`src/core/bfm_pkg.sv`:
```
// constants, types and decode functions for the burst feature mode block
// assumes a single device clock; shared by the top and its two helpers
package bfm_pkg;
  // mode register addresses
  localparam logic [7:0] MA_BURST_FEATURE = 8'h01;
  localparam logic [7:0] MA_LATENCY = 8'h02;
  // field positions in burst_feature_config and the latency register
  localparam int BL_LSB = 0;
  localparam int BL_MSB = 2;
  localparam int BT_BIT = 3;
  localparam int WC_BIT = 4;
  localparam int WR_LSB = 5;
  localparam int WR_MSB = 7;
  localparam int LAT_MSB = 3;
  // burst length codes and beat counts
  localparam logic [2:0] BL_CODE_4 = 3'h2;
  localparam logic [2:0] BL_CODE_8 = 3'h3;
  localparam logic [2:0] BL_CODE_16 = 3'h4;
  localparam logic [4:0] BEATS_4 = 5'h04;
  localparam logic [4:0] BEATS_8 = 5'h08;
  localparam logic [4:0] BEATS_16 = 5'h10;
  // write recovery codes and cycle counts
  localparam logic [2:0] WR_CODE_3 = 3'h1;
  localparam logic [2:0] WR_CODE_4 = 3'h2;
  localparam logic [2:0] WR_CODE_5 = 3'h3;
  localparam logic [2:0] WR_CYC_3 = 3'h3;
  localparam logic [2:0] WR_CYC_4 = 3'h4;
  localparam logic [2:0] WR_CYC_5 = 3'h5;
  // latency codes
  localparam logic [3:0] LAT_CODE_3_1 = 4'h1;
  localparam logic [3:0] LAT_CODE_4_2 = 4'h2;
  localparam logic [3:0] LAT_CODE_5_2 = 4'h3;
  localparam logic [3:0] LAT_CODE_6_3 = 4'h4;
  localparam logic [3:0] LAT_CODE_7_4 = 4'h5;
  localparam logic [3:0] LAT_CODE_8_4 = 4'h6;
  // reset decodes
  localparam logic BT_RST = 1'b0;
  localparam logic WC_RST = 1'b0;
  localparam logic [3:0] RL_RST = 4'h3;
  localparam logic [2:0] WL_RST = 3'h1;
  // strobe toggles returned for a read of a write-only register
  localparam logic [2:0] MRR_TOGGLES = 3'h4;
  localparam logic [7:0] MRR_FILL = 8'h00;
  localparam logic [4:0] ONE_BEAT = 5'h01;
  localparam logic [2:0] ONE_CYC = 3'h1;

  typedef enum logic [1:0] {
    BFM_IDLE = 2'b01,
    BFM_BURST = 2'b10
  } bfm_state_t;

  // reserved codes fall back to the power-up value
  function automatic logic [4:0] bl_beats(input logic [2:0] code);
    unique case (code)
      BL_CODE_8: bl_beats = BEATS_8;
      BL_CODE_16: bl_beats = BEATS_16;
      default: bl_beats = BEATS_4;
    endcase
  endfunction

  function automatic logic [2:0] wr_cycles(input logic [2:0] code);
    unique case (code)
      WR_CODE_4: wr_cycles = WR_CYC_4;
      WR_CODE_5: wr_cycles = WR_CYC_5;
      default: wr_cycles = WR_CYC_3;
    endcase
  endfunction

  // returns {read latency, write latency}
  function automatic logic [6:0] rl_wl(input logic [3:0] code);
    unique case (code)
      LAT_CODE_4_2: rl_wl = {4'h4, 3'h2};
      LAT_CODE_5_2: rl_wl = {4'h5, 3'h2};
      LAT_CODE_6_3: rl_wl = {4'h6, 3'h3};
      LAT_CODE_7_4: rl_wl = {4'h7, 3'h4};
      LAT_CODE_8_4: rl_wl = {4'h8, 3'h4};
      default: rl_wl = {RL_RST, WL_RST};
    endcase
  endfunction
endpackage

```
`src/core/bfm_cfg_if.sv`:
```
// carrier between the mode register top and its burst helpers
// assumes all three modules sit on mclk
interface bfm_cfg_if;
  logic start;
  logic [9:0] start_col;
  logic [4:0] beats;
  logic interleave;
  logic no_wrap;
  logic write_ap;
  logic [2:0] wr_cyc;
  logic beat_valid;
  logic beat_last;
  logic [9:0] col;
  logic pre_start;

  modport ctl (
    output start, start_col, beats, interleave, no_wrap, write_ap, wr_cyc,
    input beat_valid, beat_last, col, pre_start
  );
  modport seq (
    input start, start_col, beats, interleave, no_wrap,
    output beat_valid, beat_last, col
  );
  modport rec (
    input beat_last, write_ap, wr_cyc,
    output pre_start
  );
endinterface

```
`src/core/bfm_burst_seq.sv`:
```
// column address generator for one burst, one beat per clock
// assumes start arrives only while no burst is running
module bfm_burst_seq (
  input wire logic mclk,
  input wire logic sys_rst,
  input wire logic clk_en,
  bfm_cfg_if.seq cfg
);
  typedef struct packed {
    logic active;
    logic [4:0] idx;
    logic [9:0] base;
    logic [9:0] col;
  } bfm_seq_t;

  bfm_seq_t q, d;

  // address of beat idx within a burst starting at base
  function automatic logic [9:0] beat_addr(input logic [9:0] base,
      input logic [4:0] idx, input logic [4:0] beats, input logic il,
      input logic nw);
    logic [9:0] mask;
    logic [9:0] step;
    mask = {5'h00, beats - bfm_pkg::ONE_BEAT};
    step = base + {5'h00, idx};
    if (nw) begin
      beat_addr = step;
    end else if (il) begin
      beat_addr = (base & ~mask) | ((base ^ {5'h00, idx}) & mask);
    end else begin
      beat_addr = (base & ~mask) | (step & mask);
    end
  endfunction

  // load on start, step until the last beat
  always_comb begin
    d = q;
    if (cfg.start) begin
      d.active = 1'b1;
      d.idx = 5'h00;
      d.base = cfg.start_col;
      d.col = cfg.start_col;
    end else if (q.active) begin
      if (cfg.beat_last) begin
        d.active = 1'b0;
      end else begin
        d.idx = q.idx + bfm_pkg::ONE_BEAT;
        d.col = beat_addr(q.base, d.idx, cfg.beats, cfg.interleave,
                          cfg.no_wrap);
      end
    end
  end

  always_ff @(posedge mclk) begin
    if (sys_rst) begin
      q <= '0;
    end else if (clk_en) begin
      q <= d;
    end
  end

  assign cfg.beat_valid = q.active;
  assign cfg.beat_last = q.active && (q.idx == cfg.beats - bfm_pkg::ONE_BEAT);
  assign cfg.col = q.col;
endmodule

```
`src/core/bfm_wr_recovery.sv`:
```
// write-recovery timer for writes with auto precharge
// assumes wr_cyc is stable in the last beat of the write burst
module bfm_wr_recovery (
  input wire logic mclk,
  input wire logic sys_rst,
  input wire logic clk_en,
  bfm_cfg_if.rec cfg
);
  typedef struct packed {
    logic pend;
    logic [2:0] cnt;
    logic pre;
  } bfm_rec_t;

  bfm_rec_t q, d;

  // count down the programmed cycles after the last write beat
  always_comb begin
    d = q;
    d.pre = 1'b0;
    if (cfg.beat_last && cfg.write_ap) begin
      d.pend = 1'b1;
      d.cnt = cfg.wr_cyc;
    end else if (q.pend) begin
      if (q.cnt == bfm_pkg::ONE_CYC) begin
        d.pend = 1'b0;
        d.pre = 1'b1;
      end else begin
        d.cnt = q.cnt - bfm_pkg::ONE_CYC;
      end
    end
  end

  always_ff @(posedge mclk) begin
    if (sys_rst) begin
      q <= '0;
    end else if (clk_en) begin
      q <= d;
    end
  end

  assign cfg.pre_start = q.pre;
endmodule

```
`src/core/bfm_mode_regs.sv`:
```
// burst and latency mode registers with column burst ordering
// assumes the controller shares mclk and drives the pins synchronously
module bfm_mode_regs (
  input wire logic mclk,
  input wire logic sys_rst,
  input wire logic clk_en,
  input wire logic mrw_valid,
  input wire logic [7:0] mrw_addr,
  input wire logic [7:0] mrw_data,
  input wire logic mrr_valid,
  input wire logic [7:0] mrr_addr,
  output logic mrr_dqs,
  output logic [7:0] mrr_data,
  input wire logic col_valid,
  output logic col_ready,
  input wire logic col_write,
  input wire logic col_auto_precharge,
  input wire logic [8:0] col_addr_hi,
  output logic beat_valid,
  output logic beat_last,
  output logic [9:0] beat_col,
  output logic precharge_start,
  output logic [4:0] burst_length_beats,
  output logic burst_order_type,
  output logic wrap_control,
  output logic [2:0] write_recovery_cycles,
  output logic [3:0] read_latency,
  output logic [2:0] write_latency
);
  typedef struct packed {
    bfm_pkg::bfm_state_t st;
    logic [4:0] live_beats;
    logic live_il;
    logic live_nw;
    logic [2:0] live_wr;
    logic [3:0] rl;
    logic [2:0] wl;
    logic [4:0] beats;
    logic il;
    logic nw;
    logic wap;
    logic [2:0] mrr_cnt;
    logic dqs;
  } bfm_top_t;

  localparam bfm_top_t TOP_RST = '{
    st: bfm_pkg::BFM_IDLE,
    live_beats: bfm_pkg::BEATS_4,
    live_il: bfm_pkg::BT_RST,
    live_nw: bfm_pkg::WC_RST,
    live_wr: bfm_pkg::WR_CYC_3,
    rl: bfm_pkg::RL_RST,
    wl: bfm_pkg::WL_RST,
    beats: bfm_pkg::BEATS_4,
    il: bfm_pkg::BT_RST,
    nw: bfm_pkg::WC_RST,
    wap: 1'b0,
    mrr_cnt: 3'h0,
    dqs: 1'b0
  };

  bfm_top_t q, d;
  bfm_cfg_if cfg ();

  logic take_col;
  logic [9:0] start_col;
  logic wo_read;

  // column bit 0 never travels, so every burst starts even
  assign start_col = {col_addr_hi, 1'b0};
  assign col_ready = (q.st == bfm_pkg::BFM_IDLE);
  assign take_col = col_valid && col_ready;
  assign wo_read = mrr_valid && (mrr_addr == bfm_pkg::MA_BURST_FEATURE ||
                                 mrr_addr == bfm_pkg::MA_LATENCY);

  // register writes, burst control and strobe for reads
  always_comb begin
    d = q;
    // writes to other addresses belong to other blocks and are ignored
    if (mrw_valid && mrw_addr == bfm_pkg::MA_BURST_FEATURE) begin
      d.live_beats = bfm_pkg::bl_beats(
        mrw_data[bfm_pkg::BL_MSB:bfm_pkg::BL_LSB]);
      d.live_il = mrw_data[bfm_pkg::BT_BIT];
      d.live_nw = mrw_data[bfm_pkg::WC_BIT];
      d.live_wr = bfm_pkg::wr_cycles(
        mrw_data[bfm_pkg::WR_MSB:bfm_pkg::WR_LSB]);
    end
    if (mrw_valid && mrw_addr == bfm_pkg::MA_LATENCY) begin
      // upper bits are unused and not looked at
      {d.rl, d.wl} = bfm_pkg::rl_wl(mrw_data[bfm_pkg::LAT_MSB:0]);
    end
    unique case (q.st)
      bfm_pkg::BFM_IDLE: begin
        if (take_col) begin
          // length, order and wrap are frozen per burst so a mid-burst write to them waits
          d.st = bfm_pkg::BFM_BURST;
          d.beats = q.live_beats;
          // interleave has no sixteen-beat order; fall back to sequential
          d.il = q.live_il && (q.live_beats != bfm_pkg::BEATS_16);
          // no-wrap is honoured only for four beats
          d.nw = q.live_nw && (q.live_beats == bfm_pkg::BEATS_4);
          d.wap = col_write && col_auto_precharge;
        end
      end
      bfm_pkg::BFM_BURST: begin
        if (cfg.beat_last) begin
          d.st = bfm_pkg::BFM_IDLE;
        end
      end
    endcase
    // strobe toggles with no defined data for write-only registers
    if (wo_read) begin
      d.mrr_cnt = bfm_pkg::MRR_TOGGLES;
      d.dqs = ~q.dqs;
    end else if (q.mrr_cnt != 3'h0) begin
      d.mrr_cnt = q.mrr_cnt - bfm_pkg::ONE_CYC;
      d.dqs = (d.mrr_cnt == 3'h0) ? 1'b0 : ~q.dqs;
    end
  end

  always_ff @(posedge mclk) begin
    if (sys_rst) begin
      q <= TOP_RST;
    end else if (clk_en) begin
      q <= d;
    end
  end

  // hand the frozen burst settings and the live write recovery to the helpers
  assign cfg.start = take_col && clk_en;
  assign cfg.start_col = start_col;
  assign cfg.beats = q.beats;
  assign cfg.interleave = q.il;
  assign cfg.no_wrap = q.nw;
  assign cfg.write_ap = q.wap;
  assign cfg.wr_cyc = q.live_wr;

  bfm_burst_seq u_seq (
    .mclk(mclk),
    .sys_rst(sys_rst),
    .clk_en(clk_en),
    .cfg(cfg.seq)
  );

  bfm_wr_recovery u_rec (
    .mclk(mclk),
    .sys_rst(sys_rst),
    .clk_en(clk_en),
    .cfg(cfg.rec)
  );

  // outputs; the decoded settings come straight from state flops
  assign beat_valid = cfg.beat_valid;
  assign beat_last = cfg.beat_last;
  assign beat_col = cfg.col;
  assign precharge_start = cfg.pre_start;
  assign burst_length_beats = q.live_beats;
  assign burst_order_type = q.live_il;
  assign wrap_control = q.live_nw;
  assign write_recovery_cycles = q.live_wr;
  assign read_latency = q.rl;
  assign write_latency = q.wl;
  assign mrr_dqs = q.dqs;
  assign mrr_data = bfm_pkg::MRR_FILL;
endmodule

```
`config.mk`:
```
export PLATFORM = sky130hd
export DESIGN_NAME = bfm_mode_regs
export DESIGN_NICKNAME = d
export VERILOG_FILES = /design/src/core/bfm_pkg.sv /design/src/core/bfm_cfg_if.sv /design/src/core/bfm_burst_seq.sv /design/src/core/bfm_wr_recovery.sv /design/src/core/bfm_mode_regs.sv
export SDC_FILE = /design/constraint.sdc
export NUM_CORES = 1
export LEC_CHECK = 0
export BUFFER_PORTS_ARGS = -buffer_cell sky130_fd_sc_hd__buf_2
export CORE_UTILIZATION = 40
export CTS_CLUSTER_DIAMETER = 100
export DETAILED_ROUTE_END_ITERATION = 10
export PLACE_DENSITY_LB_ADDON = 0.05
export SYNTH_ARGS = -nofsm -noshare
export SYNTH_HDL_FRONTEND = slang
export SYNTH_SLANG_ARGS = --single-unit
```
`constraint.sdc`:
```
create_clock -name mclk -period 6.4 [get_ports mclk]
set_input_delay 1.28 -clock mclk [delete_from_list [all_inputs] [get_ports mclk]]
set_output_delay 1.28 -clock mclk [all_outputs]
set_load 0.05 [all_outputs]
```
* Word-level counts from Yosys, hierarchy flattened *
Cells that the tools add are included.

storage, ports and cells
  register bits = 61
  latch bits = 0
  memories kept = 0
  input bits = 41
  bits in read-only memories = 0
  memory bits (writable) = 0

operators by class
  multiplexer cells = 24
  order comparisons = 0
  add/sub/neg operators = 5
  bitwise logic cells = 8
  div/mod/pow operators = 0
  equal/unequal tests = 23
  shifts and indexed selects = 0
  multipliers = 0
  reduce and logical (&&, ||, !) cells = 24

operators with widths
  operator               number
  $mux W10               5
  $pmux W7 S5            1
  $and A10 B5 Y10        2
  $or A10 B10 Y10        2
  $eq A8 B1 Y1 const B   2
  $eq A8 B2 Y1 const B   2
  $eq A4 B3 Y1 const B   3
  $mux W4                3
  $mux W6                2
  $reduce_and A3 Y1      4
  $add A10 B5 Y10        1
  $and A10 B10 Y10       1
  $logic_and A1 B1 Y1    10
  $mux W5                2
  $not A5 Y10            1
  $pmux W5 S2            1
  $xor A10 B5 Y10        1
  $eq A3 B2 Y1 const B   3
  $eq A4 B2 Y1 const B   2
  $reduce_and A2 Y1      4
  $ne A2 B1 Y1 const B   3
  $pmux W3 S2            1
  $reduce_bool A2 Y1     3
  $sub A3 B1 Y3 const B  2
  18 further kinds       23

* Depth between registers and ports, before layout *
Gate-level depths: netlist of the first run.

  depth in word-level cells = 9
  gate-level depth with buffers = 9
  gate-level depth less buffers = 9

* Hierarchy *
A second synthesis of the first run with hierarchy kept.

second synthesis, totals
  cell total of the unflattened synthesis = 430
  area, all modules = 3579.7 um^2

modules (own cells, without submodules)
  module           cells each  times used  sequential area each (um^2)  area each (um^2)
  bfm_burst_seq    223         1           520.5                        1839.3
  bfm_mode_regs    171         1           540.5                        1436.4
  bfm_wr_recovery  36          1           100.1                        304.0

* Worst setup path after synthesis of the first run *
Ideal clock, no wire load.

  path type = reg-to-output
  start point = reg q (netlist bit cfg.beats[2])
  end point = out beat_last
  stages on the path, launching flop included = 6
  buffers on the path = 0
  setup slack = 3.335 ns
  data arrival time = 1.785 ns
  cells stage by stage = dfxtp_1 > inv_1 > ha_1 > xnor2_1 > nor4_1 > and2_1

between the ends
  word-level cells in the longest chain between the ends = 3

ends and longest elaborated chain
  item                    line                  RTL
  from (decl)             bfm_mode_regs.sv:62   bfm_top_t q, d;
  from (signal assigned)  bfm_mode_regs.sv:123  q <= TOP_RST;
  from (signal assigned)  bfm_mode_regs.sv:125  q <= d;
  $sub A5 B1 Y5           bfm_burst_seq.sv:63   assign cfg.beat_last = q.active && (q.idx == cfg.beats - bfm_pkg::ONE_BEAT);
  $eq A5 B5 Y1            bfm_burst_seq.sv:63
  $logic_and A1 B1 Y1     bfm_burst_seq.sv:63
  to (decl)               bfm_mode_regs.sv:20   output logic beat_last,

No other way between the ends.

* Worst setup path after layout of the first run *
Same ends and word-level chain as after synthesis.

==> impl_metrics.yaml, run 1 <==
timing:
  skew_ps: 5.13
  setup_tns_ps: 0
  final-hold-violation-count: 0
  fmax_ghz: 0.281
  period_share: 0.556
  finalCriticalPeriod_ps: 3560
  slew_headroom: 0.320
  worstMarginPinSlew_ps: 995
  slew_viol_final: 0
  setup_violations: 0
  rsz0062_at_grt: "no"
  setup_ws_ps: 2840
synth:
  synth_compound_area_frac: 0.176
  async_flop_share: 0
  synth-xor-area-share: 0.0561
  synth.yosys.seq_area_share: 0.353
  synth_top_area_share: 0.353
  synthCells: 398
  synth_top_family_by_area: "simple AND/OR/NAND/NOR gates"
  synthMuxAreaShare: 0.0155
  yosysTopAreaCell: "dfxtp_1"
  synth-seq-cells: 57
  ys.flop_type: "dfxtp_1"
  synth-simple-area-share: 0.233
  avgSynthCellArea_um2: 8.12
  yosys.cell_types.count: 55
  ys_warn_count: 0
  synthAdderAreaFrac: 0.0488
  yosys-top-cells-area: "dfxtp_1, buf_4, nand2_1, a21oi_1, ha_1"
  netlist_area_mm2: 0.00323
  synth_edf_count: 0
critical_path:
  critPathTopFamily: "simple AND/OR/NAND/NOR gates"
  slowest_delay_ps: 410
  path_class: "flip-flop to primary output"
  cpMaxStageDelayCell: "dfxtp_1"
  crit_fanout: 5
  cp.required_ps: 5120
  start_kind: "flip-flop"
  crit_chain: "inv_1 -> ha_1 -> xnor2_1 -> nor4_1 -> and2_1 -> buf_2"
  critPathBufInv: 2
  endpoint_kind: "primary output"
  crit_arrival_ps: 2280
route:
  viasPerCell: 5.01
  final_antenna_net_count: 0
  firstDrtPassIters: 4
  wire_per_inst_um: 12.6
  vias: 2741
  drt_iter0_drc: 70
  drt-total-wl_mm: 6.92
  drcViolationCount: 0
global_route:
  grt_pass1_vias: 2531
  grt_max_degree: 51
  grt_pass1_wl_mm: 11.7
  grt.total_usage: 0.176
  grt_antenna_before_repair: 0
  grt_overflow: 0
final_layout:
  n_antenna_cell: 0
  syn2layout_area_growth_pct: 12.9
  drive_above_1_share: 0.207
  layout.nets: 493
  final_cells: 547
placement:
  dp_hpwl_mm: 4.89
  dp_cells: 531
  gp_congestion: 0.775
  dp_slack_ps: 3020
  io_buffers: 70
clocking:
  cts_max_level: 3
  cts.sinks: 57
  cts_buffer_depth: 2
  post_cts_resized: 0
  cts_buffers: 9
  tritoncts: "built"
  cts_hold_buf: 0
  clk_pin_slew_worst_paths_ps: 60
  clock_latency_ps: 340
  postCtsSetupRepairBufs: 0
  root_buffer: "clkbuf_8"
die:
  num_rows: 32
  dieHeight_um: 91.9
  io_pins: 81
  die-width_um: 91.9
  die_area_mm2: 0.00844
  initial_core_util: 0.416
  core_mm2: 0.00777
power_and_ir_drop:
  power.leakage_uw: 0.00154
  report.power.total_uw: 945
  pwr_density_cell_mw_per_mm2: 259
  ir_drop_mv: 0.194
min_path:
  hp-class: "flip-flop to flip-flop"
run_status:
  status: "completed"
flow_run:
  max_cap_violations: 0
[synthesized netlist by cell type (2+ instances only)]
master     count
a211oi_1       3
nand4_1        2
o211ai_1       6
a31oi_1        3
buf_1          2
a21oi_1       37
nand3_1       12
and2_1         7
nand2b_1       7
buf_2          4
buf_4         33
nor4bb_1       2
xnor2_1       11
a22oi_1        7
a21o_1         2
a211o_1        3
o21ai_0       11
nor4b_1        2
nor2b_1        6
ha_1          11
nand2_1       55
a2111oi_0      3
mux2i_1        5
inv_1         16
o21a_1         2
nor3b_1        2
o22ai_1        2
nor3_1         5
or3_1          4
nand3b_1       6
dfxtp_1       57
clkbuf_1      10
xor2_1         7
nor2_1        31
nor4_2         2
[power by group]
part	switching (uW)	total [uW]	leakage, uW	internal (uW)
Sequential	15.6	391	0.000462	376
Combinational	129	201	0.000973	71.8
Clock	142	353	0.000107	211
Total	286	945	0.00154	659
[tightest hold or removal path, cell delays in order, from the launching register on]
cell	delay, ps
dfxtp_1	310
nand2_1	50
a21oi_1	50
[per-layer routing]
layer,up-vias,GRT usage,share of wire
li1,1413,-,-
met1,1261,0.214,0.46
met2,54,0.295,0.48
met3,13,0.0464,0.042
met4,0,0.0703,0.018
met5,-,0,0
[flip-flops by register name (all words and copies together), names as in the netlist, 3 cells and up]
register	flops
u_seq.q	14
u_seq.cfg.col	10
read_latency	4
q	5
cfg.beats	3
u_rec.q	4
write_recovery_cycles	3
write_latency	3
burst_length_beats	3
[worst paths after layout]
check / start / endpoint / slack (ps) / cells after the start
hold / removal: u_seq.cfg.col[9] / u_seq.cfg.col[9] / 450 / 2
setup reg to reg: u_seq.q[20] / u_seq.cfg.col[9] / 3270 / 9
hold reg to reg: u_seq.cfg.col[9] / u_seq.cfg.col[9] / 450 / 2
setup / recovery: cfg.beats[2] / beat_last / 2840 / 6
[kinds of logic (layout without fill, tap and decap cells)]
family | after synthesis | after routing
and+or+nand+nor | 150 | 150
AOI/OAI and AO/OA | 88 | 88
buffers and inverters | 66 | 104
DFF | 57 | 57
xor gates and xnor gates | 19 | 19
adders and majority gates | 12 | 12
muxes | 5 | 5
other | 1 | 10
[stage by stage]
step	area, um2	hold slack, ps	utilization
2_1_floorplan	3270	432	-
3_5_place_dp	3440	444	0.443
4_1_cts	3650	454	0.470
6_report	3650	451	0.470
3_3_place_gp	3440	441	0.443
5_1_grt	3650	476	0.470
[cell type report]
class	instances	area [um2]
sequential	57	1140
tap	102	128
fill	825	4120
multi-input combinational	284	1750
clock buffer	14	173
inverter	16	60.1
timing repair buffer	72	365
clock inverter	2	35.0
[cells in the final DEF (no fill, tap or decap), types with 3 or more instances in the layout]
master / count
a211oi_1: 3
nor2_1: 31
a31oi_1: 3
xnor2_1: 11
nor3_1: 5
nand3_1: 12
a2111oi_0: 3
mux2i_1: 5
conb_1: 10
nor2b_1: 6
o21ai_0: 11
clkbuf_8: 12
xor2_1: 7
and2_1: 7
nand2_1: 55
nand3b_1: 6
ha_1: 11
buf_2: 70
o211ai_1: 6
a21oi_1: 37
dfxtp_1: 57
inv_1: 16
a211o_1: 3
a22oi_1: 7
nand2b_1: 7
or3_1: 4
No activity file was read; power rests on OpenSTA's default activity.
==> run 2, diff against run 1 <==
Clock period 6.4 ns to 3.15 ns, I/O delays scaled along.
==> impl_metrics.yaml, run 2 (synthesis results as in run 1) <==
run_status:
  status: "completed"
route:
  drcViolationCount: 0
  drt_iter0_drc: 95
  firstDrtPassIters: 6
  vias: 2734
  final_antenna_net_count: 0
  drt-total-wl_mm: 7.06
  viasPerCell: 4.97
  wire_per_inst_um: 12.8
critical_path:
  crit_arrival_ps: 2290
  reg2reg_depth: 9
  cpMaxStageDelayCell: "dfxtp_1"
  slowest_delay_ps: 410
  cp-startpoint: "cfg.beats[2]"
  crit_fanout: 5
  endpoint_kind: "primary output"
  r2r-start: "u_seq.q[20]"
  start_kind: "flip-flop"
  crit_chain: "inv_1 -> ha_1 -> xnor2_1 -> nor4_1 -> and2_1 -> buf_2"
  cp.required_ps: 2520
  path_class: "flip-flop to primary output"
die:
  dieHeight_um: 91.9
  num_rows: 32
  io_pins: 81
  core_mm2: 0.00777
  die-width_um: 91.9
  die_area_mm2: 0.00844
  initial_core_util: 0.416
final_layout:
  regArea_mm2: 0.00114
  n_antenna_cell: 0
  layout.cells.most_common: "buf_2"
  drive_above_1_share: 0.214
  multi_input_area_mm2: 0.00175
  regMostFlops: "u_seq.q"
  layout.nets: 496
  syn2layout_area_growth_pct: 13.1
  fill_cells: 803
  fin_util: 0.471
  final_cells: 550
  mostFrequentLayoutCells: "buf_2, dfxtp_1, nand2_1"
  largest_reg_flops: 14
placement:
  gp_congestion: 0.767
  dp_slack_ps: 492
  io_buffers: 70
  dp_cells: 534
  dp_hpwl_mm: 5.11
power_and_ir_drop:
  clock_power_share: 0.352
  p_int_uw: 1280
  sw_frac_of_total: 0.311
  ir_drop_mv: 0.384
  pwr_density_cell_mw_per_mm2: 508
  power.leakage_uw: 0.00155
  power_frac_seq: 0.429
  p_comb_frac: 0.220
  switchingPower_uw: 577
timing:
  setup_ws_ps: 231
  period_share: 0.927
  skew_ps: 6.68
  setup_tns_ps: 0
  fin_worst_hold_slack_ps: 446
  finalCriticalPeriod_ps: 2920
  rsz0062_at_grt: "no"
  fmax_ghz: 0.343
  final-hold-violation-count: 0
  slew_viol_final: 0
  slew_headroom: 0.530
  setup_violations: 0
  worstMarginPinSlew_ps: 702
clocking:
  tritoncts: "built"
  clk_pin_slew_worst_paths_ps: 60
  cts_buffer_depth: 2
  clock_latency_ps: 330
  post_cts_resized: 0
  postCtsSetupRepairBufs: 0
  cts_max_level: 3
  cts_hold_buf: 0
  cts_buffers: 9
  root_buffer: "clkbuf_8"
  cts.sinks: 57
global_route:
  grt.total_usage: 0.173
  grt_pass1_wl_mm: 11.5
  grt_pass1_vias: 2484
  grt_overflow: 0
  grt_antenna_before_repair: 0
  grt_max_degree: 27
min_path:
  hp-class: "flip-flop to flip-flop"
  hold_start: "u_seq.cfg.col[5]"
  hold_depth: 2
flow_run:
  max_cap_violations: 0
[run 2: changes by cell type in the layout (fill, tap and decap cells not counted), sizes merged]
cell    change
buf         +3
bufinv      -1
clkinv      +1
[run 2: power groups by stage]
stage	logic (uW)	clock network [uW]	registers, uW
after global placement	410	0	811
final	407	652	796
after floorplan	310	0	832
after detailed placement	408	0	813
after global routing	452	712	801
after CTS	411	678	796
[run 2: worst max-delay path, delay by kind of cell (launching register included)]
family | cells | cell delay [ps]
buffers and inverters | 2 | 370
adder cells (fa/ha/maj) | 1 | 360
XOR/XNOR | 1 | 220
AND/OR/NAND/NOR | 2 | 600
flip-flops | 1 | 410
[run 2: routing by layer]
| metal | vias up | routed length, um | GRT usage |
|---|---|---|---|
| met1 | 1246 | 3260 | 0.205 |
| met2 | 58 | 3400 | 0.296 |
| li1 | 1419 | - | - |
| met5 | - | 0 | 0 |
| met3 | 11 | 315 | 0.0580 |
| met4 | 0 | 84 | 0.0495 |
[run 2: final cells by class]
cell class	instances	share of cell area
repair buffers	75	0.106
clock inverters	2	0.00274
clock buffers	14	0.0500
inverters	16	0.0164
well taps	102	0.0349
multi-input cells	284	0.478
flip-flops and latches	57	0.312
[run 2: final timing paths]
check	slack, ps	endpoint
max	230	beat_last
min	450	u_seq.cfg.col[5]
max reg2reg	500	u_seq.cfg.col[9]
min reg2reg	450	u_seq.cfg.col[5]
[run 2: stage by stage]
| stage | cell area [um2] | power [uW] |
|---|---|---|
| floorplan | 3270 | 1140 |
| global placement | 3460 | 1220 |
| detailed placement | 3460 | 1220 |
| CTS | 3660 | 1880 |
| global route | 3660 | 1960 |
| finish | 3660 | 1860 |
==> run 3, diff against run 2 <==
Settings changed: BUFFER_PORTS_ARGS -buffer_cell sky130_fd_sc_hd__buf_2 to -buffer_cell sky130_fd_sc_hd__clkbuf_2.
==> impl_metrics.yaml, run 3 (synthesis results as in run 1) <==
run_status:
  status: "completed"
die:
  io_pins: 81
  initial_core_util: 0.416
  core_mm2: 0.00777
  dieHeight_um: 91.9
  die-width_um: 91.9
  die_area_mm2: 0.00844
  num_rows: 32
power_and_ir_drop:
  switchingPower_uw: 582
  pwr_density_cell_mw_per_mm2: 522
  p_int_uw: 1340
  power_frac_seq: 0.414
  report.power.total_uw: 1920
  power.leakage_uw: 0.00156
  clock_power_share: 0.373
  p_comb_frac: 0.213
  sw_frac_of_total: 0.303
  ir_drop_mv: 0.327
timing:
  finalCriticalPeriod_ps: 2910
  setup_tns_ps: 0
  slew_viol_final: 0
  worstMarginPinSlew_ps: 714
  skew_ps: 12.2
  final-hold-violation-count: 0
  period_share: 0.923
  rsz0062_at_grt: "no"
  fmax_ghz: 0.344
  setup_violations: 0
  slew_headroom: 0.522
final_layout:
  mostFrequentLayoutCells: "clkbuf_2, dfxtp_1, nand2_1"
  largest_reg_flops: 14
  fill_cells: 832
  layout.nets: 497
  drive_above_1_share: 0.216
  syn2layout_area_growth_pct: 14.0
  regMostFlops: "u_seq.q"
  n_antenna_cell: 0
  layout.cells.most_common: "clkbuf_2"
  fin_util: 0.474
global_route:
  grt_antenna_before_repair: 0
  grt.total_usage: 0.177
  grt_pass1_vias: 2564
  grt_max_degree: 27
  grt_pass1_wl_mm: 11.8
  grt_overflow: 0
critical_path:
  cp.required_ps: 2520
  crit_fanout: 5
  crit_chain: "inv_1 -> ha_1 -> xnor2_1 -> nor4_2 -> and2_1 -> clkbuf_2"
  endpoint_kind: "primary output"
  critPathTopFamily: "simple AND/OR/NAND/NOR gates"
  critPathBufInv: 2
  crit_arrival_ps: 2280
  slowest_delay_ps: 400
  start_kind: "flip-flop"
  path_class: "flip-flop to primary output"
  cpMaxStageDelayCell: "dfxtp_1"
clocking:
  cts.sinks: 57
  cts_hold_buf: 0
  tritoncts: "built"
  postCtsSetupRepairBufs: 0
  cts_buffer_depth: 2
  cts_buffers: 9
  clock_latency_ps: 340
  root_buffer: "clkbuf_8"
  clk_pin_slew_worst_paths_ps: 60
  cts_max_level: 3
  post_cts_resized: 0
placement:
  gp_congestion: 0.793
  io_buffers: 70
  dp_hpwl_mm: 5.19
route:
  wire_per_inst_um: 12.8
  vias: 2724
  viasPerCell: 4.94
  final_antenna_net_count: 0
  firstDrtPassIters: 4
  drt-total-wl_mm: 7.08
  drcViolationCount: 0
  drt_iter0_drc: 76
flow_run:
  max_cap_violations: 0
min_path:
  hp-class: "flip-flop to flip-flop"
run 3: cell types whose count changed in the layout (fill, tap and decap cells not counted), sizes merged:
cell    previous run  this run
clkbuf            14        84
bufinv             0         1
buf               75         6
clkinv             2         1
run 3: final cells by class:
cell class                 instances  area (um2)  area share
multi-input combinational        284        1750       0.476
sequential                        57        1140       0.310
timing repair buffer              76         395       0.107
clock buffer                      14         173      0.0469
tap                              102         128      0.0346
inverter                          16        60.1      0.0163
clock inverter                     2        35.0     0.00951
run 3: power groups by stage:
stage / Combinational, uW / Clock [uW] / Sequential [uW]
after floorplan: 310 / 0 / 832
after global placement: 409 / 0 / 812
after detailed placement: 412 / 0 / 813
after CTS: 414 / 742 / 797
after global routing: 462 / 770 / 803
final: 409 / 717 / 797
run 3: worst register-to-register path, cell delays in order, from the launching register on:
cell and delay [ps]:
dfxtp_1 360, ha_1 240, xor2_1 210, inv_1 80, fa_1 460, nand2b_1 200
a2111oi_0 490, xnor2_1 110, a211o_1 300, a21oi_1 110
run 3: per-layer routing:
layer / vias to the layer above / GRT usage / wire length [um] / share of wire
met4: 0 / 0.0625 / 102 / 0.014
met1: 1243 / 0.211 / 3230 / 0.46
li1: 1421 / - / - / -
met5: - / 0 / 0 / 0
met3: 10 / 0.0498 / 267 / 0.038
met2: 50 / 0.303 / 3480 / 0.49
run 3: path summary, 6_finish.rpt:
| check | slack, ps | startpoint | end | depth (start not counted) |
|---|---|---|---|---|
| worst min-delay path | 460 | write_latency[2] | write_latency[2] | 2 |
| worst max register to register | 510 | u_seq.q[20] | u_seq.cfg.col[9] | 9 |
| worst min register to register | 460 | write_latency[2] | write_latency[2] | 2 |
| worst max-delay path | 240 | cfg.beats[2] | beat_last | 6 |
run 3: stage by stage:
step	std cells	cell area [um2]	worst slack, ps	hold WS (ps)
3_5_place_dp	535	3470	526	447
2_1_floorplan	407	3270	707	432
4_1_cts	551	3680	145	455
6_report	551	3680	243	457
3_3_place_gp	535	3470	546	441
5_1_grt	551	3680	46.2	480
